## src/hdl/rrp_pkg.sv

```systemverilog
// Constants, status words and state encoding for the read-record engine
package rrp_pkg;

  // ==========================================
  // Addressing modes on cmd_mode_i
  localparam logic [1:0] MODE_CURRENT = 2'h0;
  localparam logic [1:0] MODE_ABSOLUTE = 2'h1;
  localparam logic [1:0] MODE_NEXT = 2'h2;
  localparam logic [1:0] MODE_PREVIOUS = 2'h3;

  // ==========================================
  // Status word pairs
  localparam logic [7:0] SW1_OK = 8'h90;
  localparam logic [7:0] SW2_OK = 8'h00;
  localparam logic [7:0] SW1_SECURITY = 8'h69;
  localparam logic [7:0] SW2_SECURITY = 8'h82;
  localparam logic [7:0] SW1_STRUCTURE = 8'h69;
  localparam logic [7:0] SW2_STRUCTURE = 8'h81;
  localparam logic [7:0] SW1_NOT_FOUND = 8'h6A;
  localparam logic [7:0] SW2_REC_NOT_FOUND = 8'h83;
  localparam logic [7:0] SW2_FILE_NOT_FOUND = 8'h82;
  localparam logic [7:0] SW1_WRONG_LEN = 8'h67;
  localparam logic [7:0] SW2_WRONG_LEN = 8'h00;

  // ==========================================
  // Record numbering starts at one
  localparam int REC_FIRST = 1;

  // ==========================================
  // Sequencer states, Gray along the usual path from ST_IDLE to ST_STATUS
  typedef enum logic [2:0] {
    ST_IDLE = 3'h0,
    ST_EVAL = 3'h1,
    ST_FETCH = 3'h3,
    ST_DRAIN = 3'h2,
    ST_STATUS = 3'h6
  } rrp_state_type;

endpackage : rrp_pkg

```

## src/hdl/rrp_read_record_engine.sv

```systemverilog
// Read-record command engine with per-file record pointers and response FIFO
`timescale 1ns/1ps

// ==========================================
// Response byte FIFO
module rrp_fifo #(
  parameter int WIDTH = 8,
  parameter int DEPTH = 8
) (
  input wire logic clk_sys_i,
  input wire logic rst_i,
  input wire logic ce_i,
  input wire logic in_valid_i,
  output logic in_ready_o,
  input wire logic [WIDTH-1:0] in_data_i,
  output logic out_valid_o,
  input wire logic out_ready_i,
  output logic [WIDTH-1:0] out_data_o,
  output logic empty_o
);
  localparam int AW = (DEPTH > 1) ? $clog2(DEPTH) : 1;
  localparam logic [AW:0] DEPTH_CNT = (AW + 1)'(DEPTH);

  logic [WIDTH-1:0] mem_reg [DEPTH];
  logic [AW-1:0] wr_ptr_reg;
  logic [AW-1:0] rd_ptr_reg;
  logic [AW:0] count_reg;
  wire push = in_valid_i && in_ready_o;
  wire pop = out_valid_o && out_ready_i;
  wire [AW-1:0] last_idx = AW'(DEPTH - 1);

  generate
    if (DEPTH < 2 || WIDTH < 1) begin : g_chk
      $error("rrp_fifo: DEPTH must be at least 2");
    end
  endgenerate

  // in_ready_o and out_valid_o drop while ce_i is low so no byte is taken during a freeze
  assign in_ready_o = ce_i && (count_reg != DEPTH_CNT);
  assign out_valid_o = ce_i && (count_reg != '0);
  assign out_data_o = mem_reg[rd_ptr_reg];
  assign empty_o = (count_reg == '0);

  always_ff @(posedge clk_sys_i) begin
    if (push) begin
      mem_reg[wr_ptr_reg] <= in_data_i;
    end
  end

  always_ff @(posedge clk_sys_i or posedge rst_i) begin
    if (rst_i) begin
      wr_ptr_reg <= '0;
      rd_ptr_reg <= '0;
      count_reg <= '0;
    end else if (ce_i) begin
      if (push) begin
        wr_ptr_reg <= (wr_ptr_reg == last_idx) ? '0 : wr_ptr_reg + 1'b1;
      end
      if (pop) begin
        rd_ptr_reg <= (rd_ptr_reg == last_idx) ? '0 : rd_ptr_reg + 1'b1;
      end
      if (push && !pop) begin
        count_reg <= count_reg + 1'b1;
      end else if (pop && !push) begin
        count_reg <= count_reg - 1'b1;
      end
    end
  end
endmodule : rrp_fifo

// ==========================================
// Top level
// Operation
// - Return one whole record, only from linear fixed or cyclic files.
// - Record chosen by mode and pointer becomes the response data.
// - Read access not satisfied: no data, status 69 82.
// - Successful read ends with status 90 00.
// - Current mode returns pointed record, pointer untouched.
// - Absolute mode returns the numbered record, pointer untouched.
// - Absolute number past last record fails with 6A 83.
// - Next mode advances pointer by one, then returns that record.
// - Next mode without a pointer returns record one and sets pointer.
// - Next at last record of linear file: pointer kept, no data.
// - Next at last record of cyclic file wraps to record one.
// - Previous mode steps pointer back by one, then returns that record.
// - Previous without a pointer returns last record and sets pointer.
// - Previous at record one of linear file: pointer kept, no data.
// - Previous at record one of cyclic file wraps to last record.
// - A failed command leaves the record pointer as it was, except that a valid short file identifier still clears it.
// - Valid short file identifier makes file current and clears its pointer.
// - Selecting a record file anew leaves it without a pointer.
module rrp_read_record_engine #(
  parameter int NUM_FILES = 4,
  parameter int REC_W = 8,
  parameter int LEN_W = 8,
  parameter int FIFO_DEPTH = 8
) (
  input wire logic clk_sys_i,
  input wire logic rst_i,
  input wire logic ce_i,
  input wire logic sel_valid_i,
  input wire logic [$clog2(NUM_FILES)-1:0] sel_file_i,
  output logic sel_ready_o,
  input wire logic cmd_valid_i,
  output logic cmd_ready_o,
  input wire logic [1:0] cmd_mode_i,
  input wire logic [REC_W-1:0] cmd_rec_num_i,
  input wire logic [LEN_W-1:0] cmd_len_i,
  input wire logic cmd_sfi_valid_i,
  input wire logic [4:0] cmd_short_file_identifier_i,
  input wire logic [NUM_FILES-1:0] file_is_record_i,
  input wire logic [NUM_FILES-1:0] file_cyclic_i,
  input wire logic [NUM_FILES-1:0] read_access_ok_i,
  input wire logic [NUM_FILES*REC_W-1:0] file_num_rec_i,
  input wire logic [NUM_FILES*LEN_W-1:0] file_rec_len_i,
  output logic mem_rd_o,
  output logic [$clog2(NUM_FILES)-1:0] mem_file_o,
  output logic [REC_W-1:0] mem_rec_o,
  output logic [LEN_W-1:0] mem_byte_o,
  input wire logic [7:0] mem_rdata_i,
  output logic resp_valid_o,
  input wire logic resp_ready_i,
  output logic [7:0] resp_data_o,
  output logic sw_valid_o,
  output logic [7:0] sw1_o,
  output logic [7:0] sw2_o,
  output logic [$clog2(NUM_FILES)-1:0] cur_file_o
);
  localparam int FW = $clog2(NUM_FILES);
  localparam logic [REC_W-1:0] REC_ONE = REC_W'(rrp_pkg::REC_FIRST);

  generate
    if (NUM_FILES < 2 || NUM_FILES > 32 || REC_W < 1 || LEN_W < 1) begin : g_chk
      $error("rrp_read_record_engine: unsupported parameters");
    end
  endgenerate

  // ==========================================
  // State
  rrp_pkg::rrp_state_type state_reg;
  logic [REC_W-1:0] ptr_reg [NUM_FILES];
  logic [NUM_FILES-1:0] ptr_set_reg;
  logic [FW-1:0] cur_file_reg;
  logic [1:0] mode_reg;
  logic [REC_W-1:0] rec_num_reg;
  logic [LEN_W-1:0] len_reg;
  logic sfi_reg;
  logic [4:0] sfi_id_reg;
  logic [REC_W-1:0] tgt_reg;
  logic [LEN_W-1:0] cnt_reg;
  logic mem_rd_reg;
  logic rd_pend_reg;
  logic [REC_W-1:0] mem_rec_reg;
  logic [LEN_W-1:0] mem_byte_reg;
  logic [7:0] sw1_reg;
  logic [7:0] sw2_reg;
  logic data_seen_reg;
  logic [REC_W-1:0] num_rec_arr [NUM_FILES];
  logic [LEN_W-1:0] rec_len_arr [NUM_FILES];

  for (genvar g = 0; g < NUM_FILES; g++) begin : g_unpack
    assign num_rec_arr[g] = file_num_rec_i[g*REC_W +: REC_W];
    assign rec_len_arr[g] = file_rec_len_i[g*LEN_W +: LEN_W];
  end

  // ==========================================
  // Command decode, evaluated in ST_EVAL from the latched command
  wire cmd_fire = cmd_valid_i && cmd_ready_o && ce_i;
  wire sel_fire = sel_valid_i && sel_ready_o && ce_i;
  wire sfi_ok = sfi_reg && (sfi_id_reg < 5'(NUM_FILES));
  wire [FW-1:0] file = sfi_ok ? FW'(sfi_id_reg) : cur_file_reg;
  wire [REC_W-1:0] nrec = num_rec_arr[file];
  wire [LEN_W-1:0] rlen = rec_len_arr[file];
  wire [REC_W-1:0] ptr = ptr_reg[file];
  wire cyc = file_cyclic_i[file];
  // A short file identifier drops the old pointer for this command
  wire ptr_set = ptr_set_reg[file] && !sfi_ok;
  wire at_last = ptr_set && (ptr == nrec);
  wire at_first = ptr_set && (ptr == REC_ONE);
  wire is_move = mode_reg[1];
  wire [REC_W-1:0] next_tgt = !ptr_set ? REC_ONE :
    (at_last ? REC_ONE : ptr + 1'b1);
  wire [REC_W-1:0] prev_tgt = !ptr_set ? nrec :
    (at_first ? nrec : ptr - 1'b1);
  wire [REC_W-1:0] tgt =
    (mode_reg == rrp_pkg::MODE_CURRENT) ? ptr :
    (mode_reg == rrp_pkg::MODE_ABSOLUTE) ? rec_num_reg :
    (mode_reg == rrp_pkg::MODE_NEXT) ? next_tgt : prev_tgt;
  wire bad_sfi = sfi_reg && !sfi_ok;
  wire bad_struct = !file_is_record_i[file];
  wire denied = !read_access_ok_i[file];
  wire bad_len = (len_reg != '0) && (len_reg != rlen);
  wire not_found =
    ((mode_reg == rrp_pkg::MODE_CURRENT) && !ptr_set) ||
    ((mode_reg == rrp_pkg::MODE_ABSOLUTE) &&
     ((rec_num_reg == '0) || (rec_num_reg > nrec))) ||
    ((mode_reg == rrp_pkg::MODE_NEXT) && at_last && !cyc) ||
    ((mode_reg == rrp_pkg::MODE_PREVIOUS) && at_first && !cyc);
  wire fail = bad_sfi || bad_struct || denied || bad_len || not_found;
  // Priority: unknown file, structure, access, length, then record addressing
  wire [7:0] fail_sw1 = bad_sfi ? rrp_pkg::SW1_NOT_FOUND :
    bad_struct ? rrp_pkg::SW1_STRUCTURE :
    denied ? rrp_pkg::SW1_SECURITY :
    bad_len ? rrp_pkg::SW1_WRONG_LEN : rrp_pkg::SW1_NOT_FOUND;
  wire [7:0] fail_sw2 = bad_sfi ? rrp_pkg::SW2_FILE_NOT_FOUND :
    bad_struct ? rrp_pkg::SW2_STRUCTURE :
    denied ? rrp_pkg::SW2_SECURITY :
    bad_len ? rrp_pkg::SW2_WRONG_LEN : rrp_pkg::SW2_REC_NOT_FOUND;

  // ==========================================
  // Fetch: one read in flight at a time keeps a FIFO slot for its byte
  logic fifo_in_ready;
  logic fifo_empty;
  wire issue = (state_reg == rrp_pkg::ST_FETCH) && !mem_rd_reg && !rd_pend_reg &&
    fifo_in_ready && (cnt_reg != rlen);
  wire fetch_done = (cnt_reg == rlen) && !mem_rd_reg && !rd_pend_reg;

  rrp_fifo #(.WIDTH(8), .DEPTH(FIFO_DEPTH)) u_fifo (
    .clk_sys_i(clk_sys_i),
    .rst_i(rst_i),
    .ce_i(ce_i),
    .in_valid_i(rd_pend_reg),
    .in_ready_o(fifo_in_ready),
    .in_data_i(mem_rdata_i),
    .out_valid_o(resp_valid_o),
    .out_ready_i(resp_ready_i),
    .out_data_o(resp_data_o),
    .empty_o(fifo_empty)
  );

  assign cmd_ready_o = (state_reg == rrp_pkg::ST_IDLE) && !sel_valid_i;
  assign sel_ready_o = (state_reg == rrp_pkg::ST_IDLE);
  assign sw_valid_o = (state_reg == rrp_pkg::ST_STATUS);
  assign sw1_o = sw1_reg;
  assign sw2_o = sw2_reg;
  assign mem_rd_o = mem_rd_reg;
  assign mem_file_o = cur_file_reg;
  assign mem_rec_o = mem_rec_reg;
  assign mem_byte_o = mem_byte_reg;
  assign cur_file_o = cur_file_reg;

  // ==========================================
  // Sequencer
  always_ff @(posedge clk_sys_i or posedge rst_i) begin
    if (rst_i) begin
      state_reg <= rrp_pkg::ST_IDLE;
    end else if (ce_i) begin
      case (state_reg)
        rrp_pkg::ST_IDLE: state_reg <= cmd_fire ? rrp_pkg::ST_EVAL : rrp_pkg::ST_IDLE;
        rrp_pkg::ST_EVAL: state_reg <= fail ? rrp_pkg::ST_STATUS : rrp_pkg::ST_FETCH;
        rrp_pkg::ST_FETCH: state_reg <= fetch_done ? rrp_pkg::ST_DRAIN : rrp_pkg::ST_FETCH;
        rrp_pkg::ST_DRAIN: state_reg <= fifo_empty ? rrp_pkg::ST_STATUS : rrp_pkg::ST_DRAIN;
        rrp_pkg::ST_STATUS: state_reg <= rrp_pkg::ST_IDLE;
        default: state_reg <= rrp_pkg::ST_IDLE;
      endcase
    end
  end

  // Command latch and status word
  always_ff @(posedge clk_sys_i or posedge rst_i) begin
    if (rst_i) begin
      mode_reg <= rrp_pkg::MODE_CURRENT;
      rec_num_reg <= '0;
      len_reg <= '0;
      sfi_reg <= 1'b0;
      sfi_id_reg <= '0;
      tgt_reg <= '0;
      sw1_reg <= '0;
      sw2_reg <= '0;
    end else if (ce_i) begin
      if (cmd_fire) begin
        mode_reg <= cmd_mode_i;
        rec_num_reg <= cmd_rec_num_i;
        len_reg <= cmd_len_i;
        sfi_reg <= cmd_sfi_valid_i;
        sfi_id_reg <= cmd_short_file_identifier_i;
      end
      if (state_reg == rrp_pkg::ST_EVAL) begin
        tgt_reg <= tgt;
        sw1_reg <= fail ? fail_sw1 : rrp_pkg::SW1_OK;
        sw2_reg <= fail ? fail_sw2 : rrp_pkg::SW2_OK;
      end
    end
  end

  // Per-file pointers; a failed command never moves them, but a valid short file identifier still clears ptr_set_reg
  always_ff @(posedge clk_sys_i or posedge rst_i) begin
    if (rst_i) begin
      ptr_set_reg <= '0;
      cur_file_reg <= '0;
      for (int i = 0; i < NUM_FILES; i++) begin
        ptr_reg[i] <= '0;
      end
    end else if (ce_i) begin
      if (sel_fire) begin
        cur_file_reg <= sel_file_i;
        ptr_set_reg[sel_file_i] <= 1'b0;
      end
      if (state_reg == rrp_pkg::ST_EVAL) begin
        if (sfi_ok) begin
          cur_file_reg <= file;
          ptr_set_reg[file] <= 1'b0;
        end
        if (!fail && is_move) begin
          ptr_reg[file] <= tgt;
          ptr_set_reg[file] <= 1'b1;
        end
      end
    end
  end

  // Byte reader: exactly rlen bytes of the chosen record
  always_ff @(posedge clk_sys_i or posedge rst_i) begin
    if (rst_i) begin
      cnt_reg <= '0;
      mem_rd_reg <= 1'b0;
      rd_pend_reg <= 1'b0;
      mem_rec_reg <= '0;
      mem_byte_reg <= '0;
      data_seen_reg <= 1'b0;
    end else if (ce_i) begin
      mem_rd_reg <= issue;
      rd_pend_reg <= mem_rd_reg;
      if (state_reg == rrp_pkg::ST_EVAL) begin
        cnt_reg <= '0;
        mem_rec_reg <= tgt;
        data_seen_reg <= 1'b0;
      end else if (issue) begin
        mem_byte_reg <= cnt_reg;
        cnt_reg <= cnt_reg + 1'b1;
      end
      if (rd_pend_reg) begin
        data_seen_reg <= 1'b1;
      end
    end
  end

  wire ev = (state_reg == rrp_pkg::ST_EVAL) && ce_i;
endmodule : rrp_read_record_engine

```

## config.mk

```make
export PLATFORM = sky130hd
export DESIGN_NAME = rrp_read_record_engine
export DESIGN_NICKNAME = d
export VERILOG_FILES = /design/src/hdl/rrp_pkg.sv /design/src/hdl/rrp_read_record_engine.sv
export SDC_FILE = /design/constraint.sdc
export NUM_CORES = 1
export LEC_CHECK = 0
export BUFFER_PORTS_ARGS = -buffer_cell sky130_fd_sc_hd__clkbuf_2
export CORE_MARGIN = 10
export CORE_UTILIZATION = 32
export CTS_CLUSTER_DIAMETER = 40
export DETAILED_ROUTE_END_ITERATION = 12
export PLACE_DENSITY = 0.51
export SYNTH_ARGS = -nofsm -noshare
export SYNTH_HDL_FRONTEND = slang
export SYNTH_SLANG_ARGS = --single-unit
```

## constraint.sdc

```tcl
create_clock -name clk_sys_i -period 8.1 [get_ports clk_sys_i]
set_clock_uncertainty 0.2 [all_clocks]
set_input_delay 0 -clock clk_sys_i [delete_from_list [all_inputs] [get_ports clk_sys_i]]
set_output_delay 0 -clock clk_sys_i [all_outputs]
set_load 0.02 [all_outputs]
```

After elaboration in Yosys (flattened, before gate mapping)
Memory sizes are Yosys's and may differ from the RTL's.
Index checks and enable logic that the tools add are counted.
{"block": "classes", "n_addsub": 7, "order_cmp": 8, "n_eq_ne": 15, "muxes": 65, "bitwise_logic": 7, "reduce_logical": 68}
{"operator": "$mux 8", "n": 22}
{"operator": "$mux 4", "n": 13}
{"operator": "$bmux 8 s2", "n": 3}
{"operator": "$logic_and 1x1->1", "n": 33}
{"operator": "$bwmux 32", "n": 1}
{"operator": "$add 8x1->8 const B", "n": 2}
{"operator": "$demux 8 s2", "n": 1}
{"operator": "$eq 8x8->1", "n": 2}
{"operator": "$ne 8x8->1", "n": 2}
{"operator": "$mux 3", "n": 4}
{"operator": "$pmux 3 s4", "n": 1}
{"operator": "$reduce_and 2->1", "n": 6}
{"operator": "$logic_not 1->1", "n": 11}
{"operator": "$mux 1", "n": 10}
{"operator": "$eq 3x3->1 const B", "n": 3}
{"operator": "$and 4x4->4", "n": 2}
{"operator": "$bmux 1 s2", "n": 4}
{"operator": "$eq 8x1->1 const B", "n": 1}
{"operator": "$gt 8x8->1", "n": 1}
{"operator": "$logic_not 8->1", "n": 1}
{"operator": "$logic_or 1x1->1", "n": 8}
{"operator": "$mux 2", "n": 4}
{"operator": "$not 4->4", "n": 2}
{"operator": "$reduce_bool 8->1", "n": 1}
{"operator": "other kinds (24)", "n": 32}
{"block": "totals", "ff_bits": 117, "mem_bits_rw": 64, "input_bits": 116, "out_inout_bits": 49, "word_cells": 193, "n_memories": 1}
{"memory": "u_fifo.mem_reg", "depth": 8, "word_bits": 8, "rd": 1, "rd_clocked_by_memory_dff": 0, "write_ports": 1, "line": "rrp_read_record_engine.sv:24", "text": "logic [WIDTH-1:0] mem_reg [DEPTH];"}

Longest topological paths before layout
{"block": "logic_depth", "depth_word": 18, "ltp_mapped": 16, "ltp_nobuf": 12}

Hierarchy
A second synthesis with hierarchy kept.
{"block": "unflattened", "cells_unflattened": 816, "area_unflattened_um2": 9947.0}
{"mod": "rrp_read_record_engine", "instances": 1, "cells_each": 654, "area_per_inst_um2": 6745.2, "seq_area_each_um2": 2477.4}
{"mod": "rrp_fifo", "instances": 1, "cells_each": 162, "area_per_inst_um2": 3201.8, "seq_area_each_um2": 2172.1}

Least setup slack after synthesis
OpenSTA, ideal clock, no wires.
{"block": "synth_timing", "path_kind": "reg-to-reg", "start": "register sfi_id_reg[2]", "end": "register ptr_reg[27] in the netlist's numbering", "t_arrival_ns": 4.334, "required_time_ns": 7.772, "path_slack_ns": 3.439, "path_stages_with_launch": 13, "path_cell_list": "dfrtp_1 > nor4b_4 > mux2i_1 > buf_2 > mux4_2 > clkbuf_1 > ha_1 > nor4b_4 > nor4b_2 > a2111oi_1 > and4_1 > buf_2 > mux2_1"}
{"block": "synth_between", "elab_chain_cells": 17}
{"element": "start: declaration", "line": "rrp_read_record_engine.sv:148", "text": "logic [4:0] sfi_id_reg;"}
{"element": "start signal: assignment", "line": "rrp_read_record_engine.sv:276", "text": "sfi_id_reg <= cmd_short_file_identifier_i;"}
{"element": "$lt 5x3->1 (*)", "line": "rrp_read_record_engine.sv:170", "text": "wire sfi_ok = sfi_reg && (sfi_id_reg < 5'(NUM_FILES));"}
{"element": "$logic_and 1x1->1 (*)", "line": "rrp_read_record_engine.sv:170"}
{"element": "parallel branches: the longest is 15 deep, another holds $sub 8x1->8"}
{"element": "end signal: indexed assignment", "line": "rrp_read_record_engine.sv:305", "text": "ptr_reg[file] <= tgt;"}
{"element": "end: declaration", "line": "rrp_read_record_engine.sv:141", "text": "logic [REC_W-1:0] ptr_reg [NUM_FILES];"}
Mark *: on every way between the ends. The select of a mux whose other input is x is not followed.
A chain may end at the register's enable or synchronous reset.

Final worst setup path
{"block": "layout_timing", "start": "register sfi_id_reg[2]", "end": "register ptr_reg[12] in the netlist's numbering"}
The elaborated chain is that of the path after synthesis.

==> out/metrics.yaml <==
grt:
  grt_max_degree: 66
  grt_overflow_total: 0
  grt_pass1_vias: 7267
  grt_pass1_wl_microns: 42300
  track_usage_pct: 14.7
  antenna_found_initial: 0
timing:
  hold_ws_ns: -0.0133
  tightest_slew_ns: 1.01
  rsz0062_at_grt: "false"
  setup_violations: 0
  fin_crit_ns: 5.26
  finalSetupTns_ns: 0
  maxSlewViolCount: 0
  fin_crit_sh_pct: 65.0
  clock.fmax_mhz: 190
  hold_viol_final: 11
  relSlewSlack_pct: 32.4
layout:
  largest_register_ffs: 64
  drive_gt1_share_pct: 29.2
  final_nets: 1088
  syn_to_final_growth_pct: 23.0
  n_antenna_cell: 0
worst_setup_path:
  critPathMostFrequentCell: "mux2i_1"
  worstRegToRegCells: 10
  cp-start-kind: "flop"
  slowest_delay_ns: 0.73
  cp.required_ns: 8.21
  cp_max_fo: 38
  arrival_ns: 5.37
  r2r_end: "ptr_reg[12]"
  reg2reg_slack_ns: 2.84
  worstPathCellList: "nor4b_4, mux2i_4, buf_4, mux2i_1, mux2i_1, xnor2_1, nand4_1, o21ai_1, and4_1, mux2_1"
  cp_slowest_cell: "mux2i_4"
  r2r_start: "sfi_id_reg[2]"
  critical_path.top_delay_family: "multiplexers"
  critical_path_class: "reg2reg"
  path_buf_inv: 1
  end_kind: "flop"
clocking:
  cts_root_buffer: "clkbuf_16"
  post_cts_buffers: 0
  cts.sinks: 173
  numCtsBuffers: 17
  cts_tree: "built"
  clk_path_buf_depth: 2
  clk_latency_ns: 0.43
  clkTransAtPathRegs_ns: 0.07
  cts_htree_levels: 4
  cts-resized-gates: 0
place:
  gp_congestion: 0.865
  io_buffers: 159
  place.detailed.hpwl_microns: 19500
synth:
  avgSynthCellArea_sq_um: 12.1
  synth_cell_type_count: 58
  ys.flop_type: "dfrtp_1"
  ys_warn_count: 0
  synth-edff-count: 64
  ys_ff_latch: 173
  netlist_area_sq_mm: 0.00936
  synth-seq-area-share_pct: 49.7
  syn_inst: 773
  ys_async_sr_fraction_pct: 63.0
routing:
  vias: 6807
  vias_per_cell: 5.04
  wl_per_cell_microns: 19.3
  dr.pass1.iters: 4
  initialDrtViolationCount: 356
  drc: 0
  antenna_left: 0
  drt_wl_total_microns: 26100
power:
  p_per_area_mw_per_mm2: 319
  vdd_ir_drop_max_uv: 135
  p_leak_nw: 4.92
flow_run:
  cap_viol_max_count: 0
floorplan:
  start_util_pct: 32.5
  die_x_microns: 191
  coreArea_sq_mm: 0.0288
  die_h_microns: 191
  pin_count: 165
  die-area_sq_mm: 0.0365
  fp-row-count: 62
hold_path:
  hp-class: "in2async"
run_status:
  violations: "hold timing"
  outcome: "finished, violations left"
-- final cells by class --
cell class / count / area [sq um]
Inverter: 27 / 104
Sequential cell: 173 / 4650
Tap cell: 384 / 480
Multi-Input combinational cell: 523 / 4390
Clock buffer: 17 / 425
Clock inverter: 14 / 161
Fill cell: 2811 / 17300
Timing Repair Buffer: 212 / 1300
-- placed cells by master (no fill, tap or decap), types with 12 or more instances in the layout --
cell           count
clkbuf_2         159
dfrtp_1          109
nand2_1           85
edfxtp_1          64
dlygate4sd3_1     44
mux2_2            41
mux4_2            36
mux2i_1           34
mux2_1            34
nor2_1            29
xnor2_1           28
inv_1             26
nor3_1            20
ha_1              17
clkbuf_16         17
nand3_1           16
o21ai_0           16
a21oi_1           14
nor4_1            13
o21ai_1           13
xor2_1            12
-- timing repair --
| item | in CTS | in global routing |
|---|---|---|
| hold endpoints to repair | 148 | 0 |
| hold buffers | 44 | 0 |
| setup endpoints to repair | 0 | 0 |
-- kinds of logic after synthesis --
kind of cell | Yosys count | share of synthesized area [%]
AOI/OAI and AO/OA | 101 | 7.19
xor gates and xnor gates | 40 | 3.74
adders and majority gates | 18 | 2.49
buffers and inverters | 81 | 3.85
DFF | 173 | 49.7
muxes | 147 | 21.5
other | 1 | 0.0401
and+or+nand+nor | 212 | 11.5
-- metrics by stage --
stage	cells	power (mW)	utilization [%]	setup slack [ns]	cell area, sq um
after floorplan	777	2.38	-	3.44	9380
after global placement	1275	2.84	36.4	2.91	10500
after detailed placement	1275	2.84	36.4	2.84	10500
after CTS	1350	3.72	40.0	2.84	11500
after global routing	1350	3.93	40.0	2.49	11500
final	1350	3.67	40.0	2.84	11500
-- cells in the mapped netlist, types with 14 or more instances --
cell type,count,area [sq um]
nor3_1,20,100
ha_1,17,213
dfrtp_1,109,2730
nor2_1,29,109
inv_1,27,101
nand2_1,85,319
mux4_2,36,811
xnor2_1,28,245
edfxtp_1,64,1920
mux2_2,41,462
mux2i_1,36,360
a21oi_1,14,70.1
o21ai_0,16,80.1
clkbuf_1,29,109
nand3_1,16,80.1
mux2_1,34,383
-- where the power goes --
part	switching, mW	internal, mW
Sequential	0.231	1.06
Clock	0.370	0.460
Combinational	0.853	0.700
Total	1.45	2.21
-- tightest hold or removal path, cell delays in order --
cell and delay, ns:
dlygate4sd3_1 0.53, clkbuf_2 0.12, inv_4 0.43
-- metal layers --
metal,vias to the layer above,wire (microns),GRT usage (%)
li1,3212,-,-
met1,3387,12200,19.6
met2,180,12100,22.8
met3,28,1500,4.30
met4,0,333,3.52
met5,-,0,0
-- worst max-delay path by stage --
stage / startpoint / to / slack, ns / cells after the start
after global placement: sfi_id_reg[2] / cnt_reg[4] / 2.91 / 10
after floorplan: sfi_id_reg[2] / ptr_reg[27] / 3.44 / 12
after CTS: sfi_id_reg[2] / cnt_reg[4] / 2.84 / 10
after global routing: sfi_id_reg[2] / ptr_reg[12] / 2.49 / 10
final: sfi_id_reg[2] / ptr_reg[12] / 2.84 / 10
after detailed placement: sfi_id_reg[2] / cnt_reg[4] / 2.84 / 10
No activity file was read; power rests on OpenSTA's default activity.
